**config.mk**
```make
export PLATFORM = sky130hd
export DESIGN_NAME = dfm_monitor
export DESIGN_NICKNAME = d
export VERILOG_FILES = /design/src/pkg/dfm_pkg.sv /design/src/core/dfm_ecc_check.sv /design/src/core/dfm_monitor.sv /design/src/core/dfm_retry_ctrl.sv
export SDC_FILE = /design/constraint.sdc
export NUM_CORES = 1
export LEC_CHECK = 0
export BUFFER_PORTS_ARGS = -buffer_cell sky130_fd_sc_hd__buf_2
export CAP_MARGIN = 40
export CORE_MARGIN = 4
export CORE_UTILIZATION = 55
export CTS_CLUSTER_DIAMETER = 50
export CTS_CLUSTER_SIZE = 8
export DETAILED_ROUTE_END_ITERATION = 8
export GPL_ROUTABILITY_DRIVEN = 0
export PLACE_DENSITY_LB_ADDON = 0.08
export SLEW_MARGIN = 25
export SYNTH_ARGS = -nofsm -noshare
export SYNTH_HDL_FRONTEND = slang
export SYNTH_SLANG_ARGS = --single-unit
```
**constraint.sdc**
```tcl
create_clock -name clk_sys -period 3.4 [get_ports clk_sys]
set_clock_uncertainty 0.15 [all_clocks]
set_input_delay 0 -clock clk_sys [delete_from_list [all_inputs] [get_ports clk_sys]]
set_output_delay 0 -clock clk_sys [all_outputs]
set_load 0.03 [all_outputs]
```
**src/pkg/dfm_pkg.sv**
```systemverilog
// Purpose: shared constants for the diagnostic fault monitor
// Assumes: clk_sys at 250 MHz
// Notes:   flag vector positions are fixed here and used by the monitor, its checks and the bench
package dfm_pkg;

  // ----------------------------------------------------------------
  // clock and timing
  // ----------------------------------------------------------------
  localparam int CLK_MHZ            = 250;
  localparam int OC_ASSERT_US       = 10;
  localparam int OC_DEASSERT_US     = 1000;
  localparam int BUF_CHECK_US       = 100;
  localparam int OC_ASSERT_CYC      = OC_ASSERT_US * CLK_MHZ;
  localparam int OC_DEASSERT_CYC    = OC_DEASSERT_US * CLK_MHZ;
  localparam int BUF_CHECK_CYC      = BUF_CHECK_US * CLK_MHZ;

  // ----------------------------------------------------------------
  // retry limits
  // ----------------------------------------------------------------
  localparam int RETRY_LIMIT        = 8;
  localparam int CNT_W              = 4;
  localparam int TMR_W              = 20;

  // ----------------------------------------------------------------
  // flag vector positions
  // ----------------------------------------------------------------
  localparam int NFLAG              = 16;
  localparam int F_BUF_TEMP         = 0;
  localparam int F_BUF_STAT         = 1;
  localparam int F_OL_TEMP          = 2;
  localparam int F_OL_STAT          = 3;
  localparam int F_RX_COIL          = 4;
  localparam int F_TX_COIL          = 5;
  localparam int F_TEMP             = 6;
  localparam int F_SUPPLY           = 7;
  localparam int F_GAIN             = 8;
  localparam int F_DIGITAL          = 9;
  localparam int F_SELF_TEST        = 10;
  localparam int F_ECC_SED          = 11;
  localparam int F_ECC_DED          = 12;
  localparam int F_FREQ             = 13;

  // ----------------------------------------------------------------
  // ecc geometry and frequency counter width
  // ----------------------------------------------------------------
  localparam int ECC_DATA_W         = 16;
  localparam int ECC_CHK_W          = 6;
  localparam int ECC_CODE_W         = 22;
  localparam int FREQ_W             = 16;

endpackage : dfm_pkg

```
**src/core/dfm_ecc_check.sv**
```systemverilog
// Purpose: secded check of one protected word
// Assumes: word layout {overall parity, hamming word[20:1]} with bit 0 unused
// Notes:   combinational; corrected data and single/double error strobes
`timescale 1ns/1ps
module dfm_ecc_check #(
  parameter int DATA_W = dfm_pkg::ECC_DATA_W
) (
  input  wire logic [dfm_pkg::ECC_CODE_W-1:0] code_in,
  input  wire logic                           code_valid,
  output logic      [DATA_W-1:0]              data_out,
  output logic                                single_err,
  output logic                                double_err
);

  // ----------------------------------------------------------------
  // syndrome and correction
  // ----------------------------------------------------------------
  logic [dfm_pkg::ECC_CODE_W-1:0] fixed;
  logic [4:0]                     syn;
  logic                           par;
  int                             k;

  always_comb begin
    syn   = 5'h00;
    par   = ^code_in;
    fixed = code_in;
    for (int i = 1; i < dfm_pkg::ECC_CODE_W - 1; i++) begin
      if (code_in[i]) begin
        syn = syn ^ i[4:0];
      end
    end
    if (syn != 5'h00 && par) begin
      fixed[syn] = ~code_in[syn];
    end
    data_out = '0;
    k        = 0;
    for (int i = 1; i < dfm_pkg::ECC_CODE_W - 1; i++) begin
      if ((i & (i - 1)) != 0) begin
        if (k < DATA_W) begin
          data_out[k] = fixed[i];
        end
        k = k + 1;
      end
    end
    single_err = code_valid && par;                    // RL14
    double_err = code_valid && !par && syn != 5'h00;   // RL14
  end

endmodule : dfm_ecc_check

```
**src/core/dfm_monitor.sv**
```systemverilog
// Purpose: diagnostic flag collection, output shutdown and interrupt pin
// Assumes: analog comparators and detectors deliver synchronous levels
// Notes:   flags leave as a vector; positions named in dfm_pkg
`timescale 1ns/1ps
//
// Contract
// RL1 - offset beyond limit sets temporary buffer flag and shuts outputs off.
// RL2 - buffer fault after eight checks latches shutdown and static buffer flag.
// RL3 - buffer latch released by power-on reset or host clear.
// RL4 - overcurrent sets temporary flag; after debounce all outputs tri-state.
// RL5 - after retry delay outputs re-enable and overcurrent is checked again.
// RL6 - overload after eight retries latches shutdown and static overload flag.
// RL7 - overload latch released by power-on reset or host clear.
// RL8 - receiver coil shorts or opens set a temporary flag.
// RL9 - transmitter coil fault sets a temporary flag.
// RL10 - over-temperature or sensor failure sets a temporary flag.
// RL11 - internal supply and digital errors latch as static flags.
// RL12 - gain at either programmed limit sets a temporary flag.
// RL13 - self-test checked at start-up only, latched static on failure.
// RL14 - every stored word is secded protected.
// RL15 - any ecc error raises an alarm flag.
// RL16 - transmitter frequency measured and held readable.
// RL17 - measurement outside programmed bounds raises an alarm flag.
// RL18 - static flags hold until power-on reset unless host clear exists.
// RL19 - temporary flags clear once their cause is gone; buffer and overload flags hold through each off period until the recheck.
// RL20 - each diagnostic individually enabled onto the interrupt pin.
// RL21 - events may also drive the analog outputs into diagnostic state.
// RL22 - retry counts restart on a clean check, reset or static clear.
// RL23 - latched shutdown keeps outputs off with no further retries.
module dfm_monitor #(
  parameter int OC_ASSERT_CYC   = dfm_pkg::OC_ASSERT_CYC,
  parameter int OC_DEASSERT_CYC = dfm_pkg::OC_DEASSERT_CYC,
  parameter int BUF_CHECK_CYC   = dfm_pkg::BUF_CHECK_CYC,
  parameter int FREQ_W          = dfm_pkg::FREQ_W
) (
  input  wire logic                               clk_sys,
  input  wire logic                               reset,
  input  wire logic                               clk_en,
  input  wire logic                               startup_window,
  input  wire logic                               output_offset_alarm,
  input  wire logic                               output_overcurrent,
  input  wire logic                               rx_coil_fault,
  input  wire logic                               tx_coil_fault,
  input  wire logic                               temp_fault,
  input  wire logic                               supply_fault,
  input  wire logic [7:0]                         gain_value,
  input  wire logic [7:0]                         gain_limit_low,
  input  wire logic [7:0]                         gain_limit_high,
  input  wire logic                               digital_fault,
  input  wire logic                               self_test_fail,
  input  wire logic [dfm_pkg::ECC_CODE_W-1:0]     ecc_word,
  input  wire logic                               ecc_word_valid,
  input  wire logic                               tx_osc_tick,
  input  wire logic                               meas_gate,
  input  wire logic [FREQ_W-1:0]                  freq_limit_low,
  input  wire logic [FREQ_W-1:0]                  freq_limit_high,
  input  wire logic [dfm_pkg::NFLAG-1:0]          irq_enable,
  input  wire logic                               diag_on_outputs,
  input  wire logic                               clear_buf_static,
  input  wire logic                               clear_ol_static,
  output logic      [dfm_pkg::NFLAG-1:0]          diag_flags,
  output logic      [FREQ_W-1:0]                  freq_measure,
  output logic      [dfm_pkg::ECC_DATA_W-1:0]     ecc_data,
  output logic                                    analog_out_enable,
  output logic                                    analog_diag_state,
  output logic                                    addr_select_irq_pin_o,
  output logic                                    addr_select_irq_pin_oe_n
);

  // ----------------------------------------------------------------
  // state
  // ----------------------------------------------------------------
  typedef struct packed {
    logic                               rx;
    logic                               tx;
    logic                               temp;
    logic                               supply;
    logic                               gain;
    logic                               digital;
    logic                               self_test;
    logic                               sed;
    logic                               ded;
    logic                               freq;
    logic [FREQ_W-1:0]                  freq_cnt;
    logic [FREQ_W-1:0]                  freq_val;
    logic                               freq_done;
    logic [dfm_pkg::ECC_DATA_W-1:0]     ecc_d;
    logic                               irq;
  } dfm_state_t;

  dfm_state_t s_reg;
  dfm_state_t s_next;

  logic buf_temp;
  logic buf_stat;
  logic buf_off;
  logic ol_temp;
  logic ol_stat;
  logic ol_off;
  logic [dfm_pkg::ECC_DATA_W-1:0] ecc_fixed;
  logic ecc_single;
  logic ecc_double;
  logic [dfm_pkg::NFLAG-1:0] flags;

  function automatic logic outside(input logic [FREQ_W-1:0] v,
                                   input logic [FREQ_W-1:0] lo,
                                   input logic [FREQ_W-1:0] hi);
    outside = (v < lo) || (v > hi);
  endfunction : outside

  // ----------------------------------------------------------------
  // output fault sequencers and ecc check
  // ----------------------------------------------------------------
  // buffer offset fault shuts off at once, hence a one-cycle debounce
  dfm_retry_ctrl #(
    .ASSERT_CYC (1),
    .CHECK_CYC  (BUF_CHECK_CYC)
  ) u_buf (
    .clk_sys      (clk_sys),
    .reset        (reset),
    .clk_en       (clk_en),
    .fault_in     (output_offset_alarm),
    .static_clear (clear_buf_static),
    .temp_flag    (buf_temp),
    .static_flag  (buf_stat),
    .outputs_off  (buf_off)
  );

  dfm_retry_ctrl #(
    .ASSERT_CYC (OC_ASSERT_CYC),
    .CHECK_CYC  (OC_DEASSERT_CYC)
  ) u_ol (
    .clk_sys      (clk_sys),
    .reset        (reset),
    .clk_en       (clk_en),
    .fault_in     (output_overcurrent),
    .static_clear (clear_ol_static),
    .temp_flag    (ol_temp),
    .static_flag  (ol_stat),
    .outputs_off  (ol_off)
  );

  dfm_ecc_check #(
    .DATA_W (dfm_pkg::ECC_DATA_W)
  ) u_ecc (
    .code_in    (ecc_word),
    .code_valid (ecc_word_valid),
    .data_out   (ecc_fixed),
    .single_err (ecc_single),
    .double_err (ecc_double)
  );

  // ----------------------------------------------------------------
  // flag logic
  // ----------------------------------------------------------------
  always_comb begin
    s_next           = s_reg;
    s_next.rx        = rx_coil_fault; // RL8
    s_next.tx        = tx_coil_fault; // RL9
    s_next.temp      = temp_fault; // RL10
    s_next.supply    = s_reg.supply | supply_fault; // RL11
    s_next.digital   = s_reg.digital | digital_fault; // RL11
    s_next.gain      = (gain_value <= gain_limit_low) ||
                       (gain_value >= gain_limit_high); // RL12
    if (startup_window) begin
      s_next.self_test = s_reg.self_test | self_test_fail; // RL13
    end
    if (ecc_word_valid) begin
      s_next.sed   = ecc_single; // RL19
      s_next.ecc_d = ecc_fixed; // RL14
    end
    s_next.ded       = s_reg.ded | ecc_double; // RL15 RL18
    // counting ticks in a gate window trades latency for a simple counter
    if (meas_gate) begin
      s_next.freq_done = 1'b0;
      if (tx_osc_tick && s_reg.freq_cnt != {FREQ_W{1'b1}}) begin
        s_next.freq_cnt = s_reg.freq_cnt + 1'b1;
      end
    end else if (!s_reg.freq_done) begin
      s_next.freq_val  = s_reg.freq_cnt; // RL16
      s_next.freq_cnt  = '0;
      s_next.freq_done = 1'b1;
    end
    s_next.freq      = outside(s_reg.freq_val, freq_limit_low,
                               freq_limit_high); // RL17
    s_next.irq       = |(flags & irq_enable); // RL20
  end

  always_comb begin
    flags                       = '0;
    flags[dfm_pkg::F_BUF_TEMP]  = buf_temp; // RL1
    flags[dfm_pkg::F_BUF_STAT]  = buf_stat; // RL2
    flags[dfm_pkg::F_OL_TEMP]   = ol_temp; // RL4
    flags[dfm_pkg::F_OL_STAT]   = ol_stat; // RL6
    flags[dfm_pkg::F_RX_COIL]   = s_reg.rx;
    flags[dfm_pkg::F_TX_COIL]   = s_reg.tx;
    flags[dfm_pkg::F_TEMP]      = s_reg.temp;
    flags[dfm_pkg::F_SUPPLY]    = s_reg.supply;
    flags[dfm_pkg::F_GAIN]      = s_reg.gain;
    flags[dfm_pkg::F_DIGITAL]   = s_reg.digital;
    flags[dfm_pkg::F_SELF_TEST] = s_reg.self_test;
    flags[dfm_pkg::F_ECC_SED]   = s_reg.sed;
    flags[dfm_pkg::F_ECC_DED]   = s_reg.ded;
    flags[dfm_pkg::F_FREQ]      = s_reg.freq;
  end

  always_ff @(posedge clk_sys) begin
    if (reset) begin
      s_reg <= '0;
    end else if (clk_en) begin
      s_reg <= s_next;
    end
  end

  // ----------------------------------------------------------------
  // outputs
  // ----------------------------------------------------------------
  assign diag_flags        = flags;
  assign freq_measure      = s_reg.freq_val;
  assign ecc_data          = s_reg.ecc_d;
  // offset fault overrides any diagnostics mode
  assign analog_out_enable = !(buf_off || ol_off || buf_temp); // RL1 RL4 RL23
  assign analog_diag_state = diag_on_outputs && s_reg.irq; // RL21
  // open-drain, low active: drive zero with enable low on an event
  assign addr_select_irq_pin_o    = 1'b0;
  assign addr_select_irq_pin_oe_n = !s_reg.irq; // RL20

endmodule : dfm_monitor

```
**src/core/dfm_retry_ctrl.sv**
```systemverilog
// Purpose: shutdown and retry sequencing for one output fault class
// Assumes: fault_in synchronous to clk_sys
// Notes:   while the fault stands, outputs stay off for CHECK_CYC cycles before each recheck
`timescale 1ns/1ps
module dfm_retry_ctrl #(
  parameter int ASSERT_CYC = 1,
  parameter int CHECK_CYC  = 1
) (
  input  wire logic clk_sys,
  input  wire logic reset,
  input  wire logic clk_en,
  input  wire logic fault_in,
  input  wire logic static_clear,
  output logic      temp_flag,
  output logic      static_flag,
  output logic      outputs_off
);

  typedef enum logic [1:0] {DFM_RUN, DFM_DEBOUNCE, DFM_OFF, DFM_LATCHED} dfm_rst_t;

  typedef struct packed {
    dfm_rst_t                       st;
    logic [dfm_pkg::TMR_W-1:0]      tmr;
    logic [dfm_pkg::CNT_W-1:0]      cnt;
    logic                           temp;
  } dfm_retry_t;

  dfm_retry_t s_reg;
  dfm_retry_t s_next;

  localparam logic [dfm_pkg::TMR_W-1:0] A_LAST = dfm_pkg::TMR_W'(ASSERT_CYC - 1);
  localparam logic [dfm_pkg::TMR_W-1:0] C_LAST = dfm_pkg::TMR_W'(CHECK_CYC - 1);
  localparam logic [dfm_pkg::CNT_W-1:0] C_MAX  = dfm_pkg::CNT_W'(dfm_pkg::RETRY_LIMIT);

  // ----------------------------------------------------------------
  // next state
  // ----------------------------------------------------------------
  always_comb begin
    s_next = s_reg;
    case (s_reg.st)
      DFM_RUN: begin
        s_next.temp = fault_in;
        s_next.tmr  = '0;
        if (fault_in) begin
          s_next.st = DFM_DEBOUNCE;
        end else begin
          // a clean recheck after an off period restarts the count
          s_next.cnt = '0; // RL22
        end
      end
      DFM_DEBOUNCE: begin
        s_next.temp = fault_in;
        if (!fault_in) begin
          s_next.st  = DFM_RUN;
          s_next.cnt = '0; // RL22
        end else if (s_reg.tmr >= A_LAST) begin
          s_next.st  = DFM_OFF; // RL4
          s_next.tmr = '0;
          s_next.cnt = s_reg.cnt + 1'b1;
        end else begin
          s_next.tmr = s_reg.tmr + 1'b1;
        end
      end
      DFM_OFF: begin
        if (s_reg.cnt >= C_MAX) begin
          s_next.st = DFM_LATCHED; // RL2 RL6
        end else if (s_reg.tmr >= C_LAST) begin
          s_next.st  = DFM_RUN; // RL5
          s_next.tmr = '0;
        end else begin
          s_next.tmr = s_reg.tmr + 1'b1;
        end
      end
      DFM_LATCHED: begin
        s_next.temp = fault_in;
        if (static_clear) begin
          s_next.st  = DFM_RUN; // RL3 RL7
          s_next.cnt = '0; // RL22
          s_next.tmr = '0;
        end
      end
      default: begin
        s_next.st = DFM_RUN;
      end
    endcase
  end

  always_ff @(posedge clk_sys) begin
    if (reset) begin
      s_reg <= '{st: DFM_RUN, tmr: '0, cnt: '0, temp: 1'b0};
    end else if (clk_en) begin
      s_reg <= s_next;
    end
  end

  assign temp_flag   = s_reg.temp; // RL19
  assign static_flag = (s_reg.st == DFM_LATCHED); // RL18
  assign outputs_off = (s_reg.st == DFM_OFF) || (s_reg.st == DFM_LATCHED); // RL23

endmodule : dfm_retry_ctrl

```
Word level (Yosys, flattened, before mapping)

Cells that the tools add are included.

Register bits after elaboration: 113
Latch bits: 0
Bits in writable memories: 0
Memory bits (read-only): 0
Input bits: 112
Output and inout port bits: 52
Logic and storage cells: 185
Memories: 0

Add/sub/neg operators: 5
Multiply operators: 0
Div/mod/pow operators: 0
$lt $le $gt $ge: 12
Equality and inequality tests: 23
Shift operators: 0
Multiplexer cells: 60
Bitwise gates (word level): 27
Reductions and logical operators: 35

Operators with widths:

| operator                | count |
|---|---|
| $pmux W22 S4            | 2 |
| $mux W20                | 8 |
| $mux W4                 | 14 |
| $mux W26                | 2 |
| $add A20 B1 Y20 const B | 2 |
| $mux W33                | 1 |
| $mux W16                | 2 |
| $pmux W5 S3             | 2 |
| $mux W5                 | 5 |
| $mux W2                 | 12 |
| $bwmux W22              | 1 |
| $ne A2 B2 Y1 const B    | 11 |
| $reduce_xor A22 Y1      | 1 |
| $mux W21                | 1 |
| $ge A20 B1 Y1 const B   | 1 |
| $ge A20 B12 Y1 const B  | 1 |
| $ge A20 B15 Y1 const B  | 1 |
| $ge A20 B18 Y1 const B  | 1 |
| $reduce_and A5 Y1       | 4 |
| $not A2 Y2              | 9 |
| $add A16 B1 Y16 const B | 1 |
| $and A14 B16 Y16        | 1 |
| $gt A16 B16 Y1          | 1 |
| $lt A16 B16 Y1          | 1 |
| 31 further kinds        | 77 |

Logic depth before layout (Yosys ltp)

Depth in word-level cells: 41
Depth in mapped cells: 12
Depth with buffers taken out: 11

Cells and area by module

From an unflattened synthesis, not the netlist that was laid out.

Cell total of the unflattened synthesis: 1011
Area total of the unflattened synthesis: 8175.3 sq um

Modules (own cells, without submodules):

| module                  | instances | cells an instance | area an instance (sq um) | seq. area each (sq um) |
|---|---|---|---|---|
| dfm_monitor             | 1         | 501               | 3958.8                   | 1201.2 |
| dfm_retry_ctrl at u_ol  | 1         | 202               | 1542.7                   | 540.5 |
| dfm_retry_ctrl at u_buf | 1         | 167               | 1426.4                   | 540.5 |
| dfm_ecc_check           | 1         | 141               | 1247.4                   | 0.0 |

Least setup slack after synthesis

No wires, ideal clock.

Kind: reg2reg
Start point: reg u_buf.s_reg[25] (netlist name)
End point: reg u_buf.s_reg[18] (netlist name)
Library setup time: 0.128 ns
Arrival time: 2.174 ns
Required time: 3.122 ns
Setup slack: 0.949 ns
Stages on the path, launching flop included: 11
Buffers on the path: 1
Period minus slack after synthesis: 2.451 ns
Cells stage by stage: dfxtp_1 > clkbuf_1 > inv_1 > nand2_1 > o21ai_0 > a221oi_2 > nand4_1 > nor2_1 > and4_1 > xnor2_1 > nor2_1

Longest elaborated chain between the ends: 3
Elaborated cells on any way between the ends: 9
Classes of those cells: 6 x eq/ne; 1 x mux; 2 x reduce/logical

Ends and longest elaborated chain:

| item                                                | line                 | text |
|---|---|---|
| start, declared                                     | dfm_retry_ctrl.sv:28 | `dfm_retry_t s_reg;` |
| start signal, assigned                              | dfm_retry_ctrl.sv:90 | `s_reg <= '{st: DFM_RUN, tmr: '0, cnt: '0, temp: 1'b0};` |
| start signal, assigned                              | dfm_retry_ctrl.sv:92 | `s_reg <= s_next;` |
| $eq A2 B2 Y1 / $eq A2 B1 Y1 (equally long branches) | dfm_retry_ctrl.sv:40 | `case (s_reg.st)` |
| $ne A2 B2 Y1 (no source line)                       | n/a                  |  |
| $reduce_and A4 Y1 (no source line)                  | n/a                  |  |

Several ways; a longest one is shown, not always the timed one.
A chain may end at the register's enable or synchronous reset.

Final worst setup path

Start point: in ecc_word[15] (netlist name)
End point: reg s_reg, in the netlist ecc_data[5]

Longest elaborated chain between the ends: 14
Elaborated cells on any way between the ends: 23
Classes of those cells: 2 x order compare; 12 x mux; 5 x bitwise; 4 x reduce/logical

Ends and longest elaborated chain:

| item                                                                      | line                | text |
|---|---|---|
| start, declared                                                           | dfm_monitor.sv:51   | `input wire logic [dfm_pkg::ECC_CODE_W-1:0] ecc_word,` |
| $mux W4                                                                   | dfm_ecc_check.sv:28 | `if (code_in[i]) begin` |
| $mux W5                                                                   | dfm_ecc_check.sv:28 |  |
| $not A2 Y2 (no source line) / $mux W5 (equally long branches)             | n/a                 |  |
| $mux W5 / $not A2 Y2 (equally long branches)                              | n/a                 |  |
| $mux W5                                                                   | dfm_ecc_check.sv:28 |  |
| $not A3 Y3 (no source line)                                               | n/a                 |  |
| $mux W5 (2 in a row)                                                      | dfm_ecc_check.sv:28 |  |
| $lt A5 B6 Y1 (implied by the code) / $ge A5 B1 Y1 (equally long branches) | dfm_ecc_check.sv:33 | `fixed[syn] = ~code_in[syn];` |
| $logic_and A1 B1 Y1 (implied by the code)                                 | dfm_ecc_check.sv:33 |  |
| $mux W1 (implied by the code)                                             | dfm_ecc_check.sv:33 |  |
| $demux W1 S5                                                              | n/a                 |  |
| $bwmux W22                                                                | dfm_ecc_check.sv:33 |  |
| $mux W21 *                                                                | dfm_ecc_check.sv:32 | `if (syn != 5'h00 && par) begin` |
| end signal, assigned                                                      | dfm_monitor.sv:211  | `s_reg <= s_next;` |
| end, declared                                                             | dfm_monitor.sv:91   | `dfm_state_t s_reg;` |

Every way passes the cells marked *; elsewhere a longest branch is shown, timed or not. The select of a mux whose other input is x is not followed.

==> run metrics <==
Layout Nets=1254; vias in the first global route=6395; die width=124 um; combinational family with the most area after synthesis=simple AND/OR/NAND/NOR gates; core area=13200 sq um; first-pass GRT wire length=29400 um; Avg Cell Area, Syn=8.07 sq um; Flop pwr share=33.2%; GRT overflow=0; final WL=18000 um; RSZ-0062 raised after global routing=no; root buf cell=clkbuf_16; H-tree Lvls=4; First-pass DRT Iterations=5; Vias=6751; #FFs+latches synth=113; setup TNS=0 ns; I/O Buffers=157; Sw Ratio=29.0%; Async S/R FF share, synth=0%; gr usage total=23.6%; Skew-Pair Late Insertion Delay=0.40 ns; number of flops mapped to enable cells by yosys=0; die outline height=124 um; initial antenna violation count=0; cell area after synthesis=7400 sq um; proportion of synthesized area in mux cells=2.05%; Tcrit/Tclk final=95.3%; Synth Area in Compound Gates=18.1%; minimum clock period=3.24 ns; Worst IR Drop VDD=0.000359 V; largest cells by area after synthesis=dfxtp_1 (31%), ha_1 (9.1%), buf_4 (5.2%); Clk network pwr share=41.6%; routed vias/inst=5.29; total CTS buffers=17; share of post-route cells with drive strength above 1=21.5%; worst-case clock buffer depth=2; Final setup viols=0; P per Cell Area=453 nW/um^2; Synth Area in Adders=9.28%; placed insts=1180; detailed placement HPWL=12700 um; Synth Area in Simple Gates=20.8%; Initial DRC Count=388; XOR/XNOR Fraction of Synth Area=8.65%; Most Used Layer, Global Route=met2; crit-path max FO=11; prevailing post-synth register cell=dfxtp_1; Hold Vio Cnt, Final=0; critical path required time=3.54 ns; Clock Sinks=113; fin cells=1276; max cap viols=0; Slew @ Worst Pin=0.659 ns; full die area=15400 sq um; initial core utilization=56.1%; TritonCTS clock tree=built; met2 usage in global routing=39.9%; GRT met3 Usage=4.90%; Distinct cells, synth=72; leakage power=0.00424 uW; drt drc=0; Slew Limit Headroom=56.1%; Detail Route Antenna Nets=0; Yosys warning total=0; cell taking the most area after synthesis=dfxtp_1; max-slew violation count=0; Clk pin slew, worst setup/hold paths=0.05 ns; num ports=164; met1 usage=30.6%; Mapped Cells=917; Max Clk Rate=309 MHz; CP Launch Type=input port; WP data arrival=3.38 ns; Row Count=42; Routed WL per cell=14.1 um; HP Class=input port to flip-flop; Gate power share=25.2%; Synth top area share=30.6%; largest net degree at the start of global routing=35; Worst setup EP type=flip-flop; share of the yosys chip area belonging to registers=30.6%; synthesis-to-finish area growth=24.9%; Ant. Diodes=0; Net Sw Power=1220 uW; Pint=2970 uW; outcome=complete, no violations; Setup CP Type=input port to flip-flop
==> cell type report <==
cell class              count  area [sq um]
clock buffers              26           509
clock inverters             5          75.1
multi-input cells         656          4430
fillers                  1088          3940
flip-flops and latches    113          2260
well taps                 176           220
repair buffers            234          1510
inverters                  66           248
==> per-stage QoR <==
stage	util (%)	hold slack [ns]	setup WS, ns	cell area [sq um]	total power [uW]
finish	70.1	0.0607	0.159	9250	4190
global route	70.1	0.0864	0.0407	9250	4390
CTS	69.2	0.0549	0.0137	9130	4140
detailed placement	60.5	0.0943	0.535	7990	2340
global placement	60.5	0.0828	0.603	7990	2340
floorplan	-	-0.0510	0.949	7410	2150
==> power by group through the flow <==
| stage | logic [uW] | registers (uW) | clock network (uW) |
|---|---|---|---|
| 2_1_floorplan | 743 | 1400 | 0 |
| 3_3_place_gp | 925 | 1420 | 0 |
| 3_5_place_dp | 926 | 1420 | 0 |
| 4_1_cts | 990 | 1390 | 1770 |
| 5_1_grt | 1160 | 1390 | 1840 |
| 6_report | 1060 | 1390 | 1740 |
==> cells in the final DEF, fill, tap and decap left out, drive strengths merged, types with 9 or more instances in the layout <==
| cell type | Yosys | final |
|---|---|---|
| ha | 54 | 54 |
| o211ai | 18 | 18 |
| and3 | 21 | 21 |
| dfxtp | 113 | 113 |
| xor2 | 24 | 24 |
| dlygate4sd3 | 0 | 56 |
| nand2 | 97 | 97 |
| o311ai | 11 | 11 |
| inv | 66 | 66 |
| nand4 | 13 | 13 |
| nand3 | 25 | 25 |
| buf | 57 | 178 |
| nor3 | 13 | 13 |
| xnor2 | 36 | 36 |
| o21ai | 34 | 34 |
| a21oi | 72 | 72 |
| a21o | 10 | 10 |
| nor2 | 88 | 88 |
| mux2i | 14 | 14 |
| or3 | 9 | 9 |
| a31oi | 10 | 10 |
| nand2b | 9 | 9 |
| nor2b | 12 | 12 |
| clkbuf | 28 | 26 |
==> synthesized netlist by cell type, drive strengths merged, types with 24 or more instances <==
| library cell | count |
|---|---|
| a21oi | 72 |
| buf | 57 |
| clkbuf | 28 |
| dfxtp | 113 |
| ha | 54 |
| inv | 66 |
| nand2 | 97 |
| nand3 | 25 |
| nor2 | 88 |
| o21ai | 34 |
| xnor2 | 36 |
| xor2 | 24 |
==> critical path: stages <==
cell and delay (ns):
dlygate4sd3_1 0.55, buf_2 0.17, xor2_2 0.21, xnor2_2 0.33, or3b_1 0.38, o21ai_0 0.14
o31ai_1 0.14, a221oi_2 0.20, nor3_1 0.13, o31ai_4 0.29, buf_6 0.19, o211ai_2 0.09
dlygate4sd3_1 0.56
==> worst paths after layout <==
check	from	to	slack (ns)	depth (start not counted)
hold / removal	freq_limit_low[14]	diag_flags[13]	0.06	6
setup / recovery	ecc_word[15]	ecc_data[5]	0.16	13
hold reg to reg	ecc_data[14]	ecc_data[14]	0.31	2
setup reg to reg	freq_measure[1]	diag_flags[13]	0.42	11
==> kinds of logic after synthesis <==
family / Yosys count
muxes: 15
buffers and inverters: 151
AOI/OAI and AO/OA: 196
adders and majority gates: 55
other: 1
xor gates and xnor gates: 64
and+or+nand+nor: 322
DFF: 113
==> metal layers <==
layer  vias up  wire length (um)
met2       175              8760
li1       3482                 -
met3        20               930
met1      3074              8060
met4         0               235
met5         -                 0
==> what timing repair did <==
action | CTS | global route
gates resized for setup | 0 | 8
setup buffers | 0 | 9
setup endpoints to repair | 0 | 2
endpoints found under the hold margin | 39 | 0
hold buffers | 56 | 0
No activity file was read; power rests on OpenSTA's default activity.
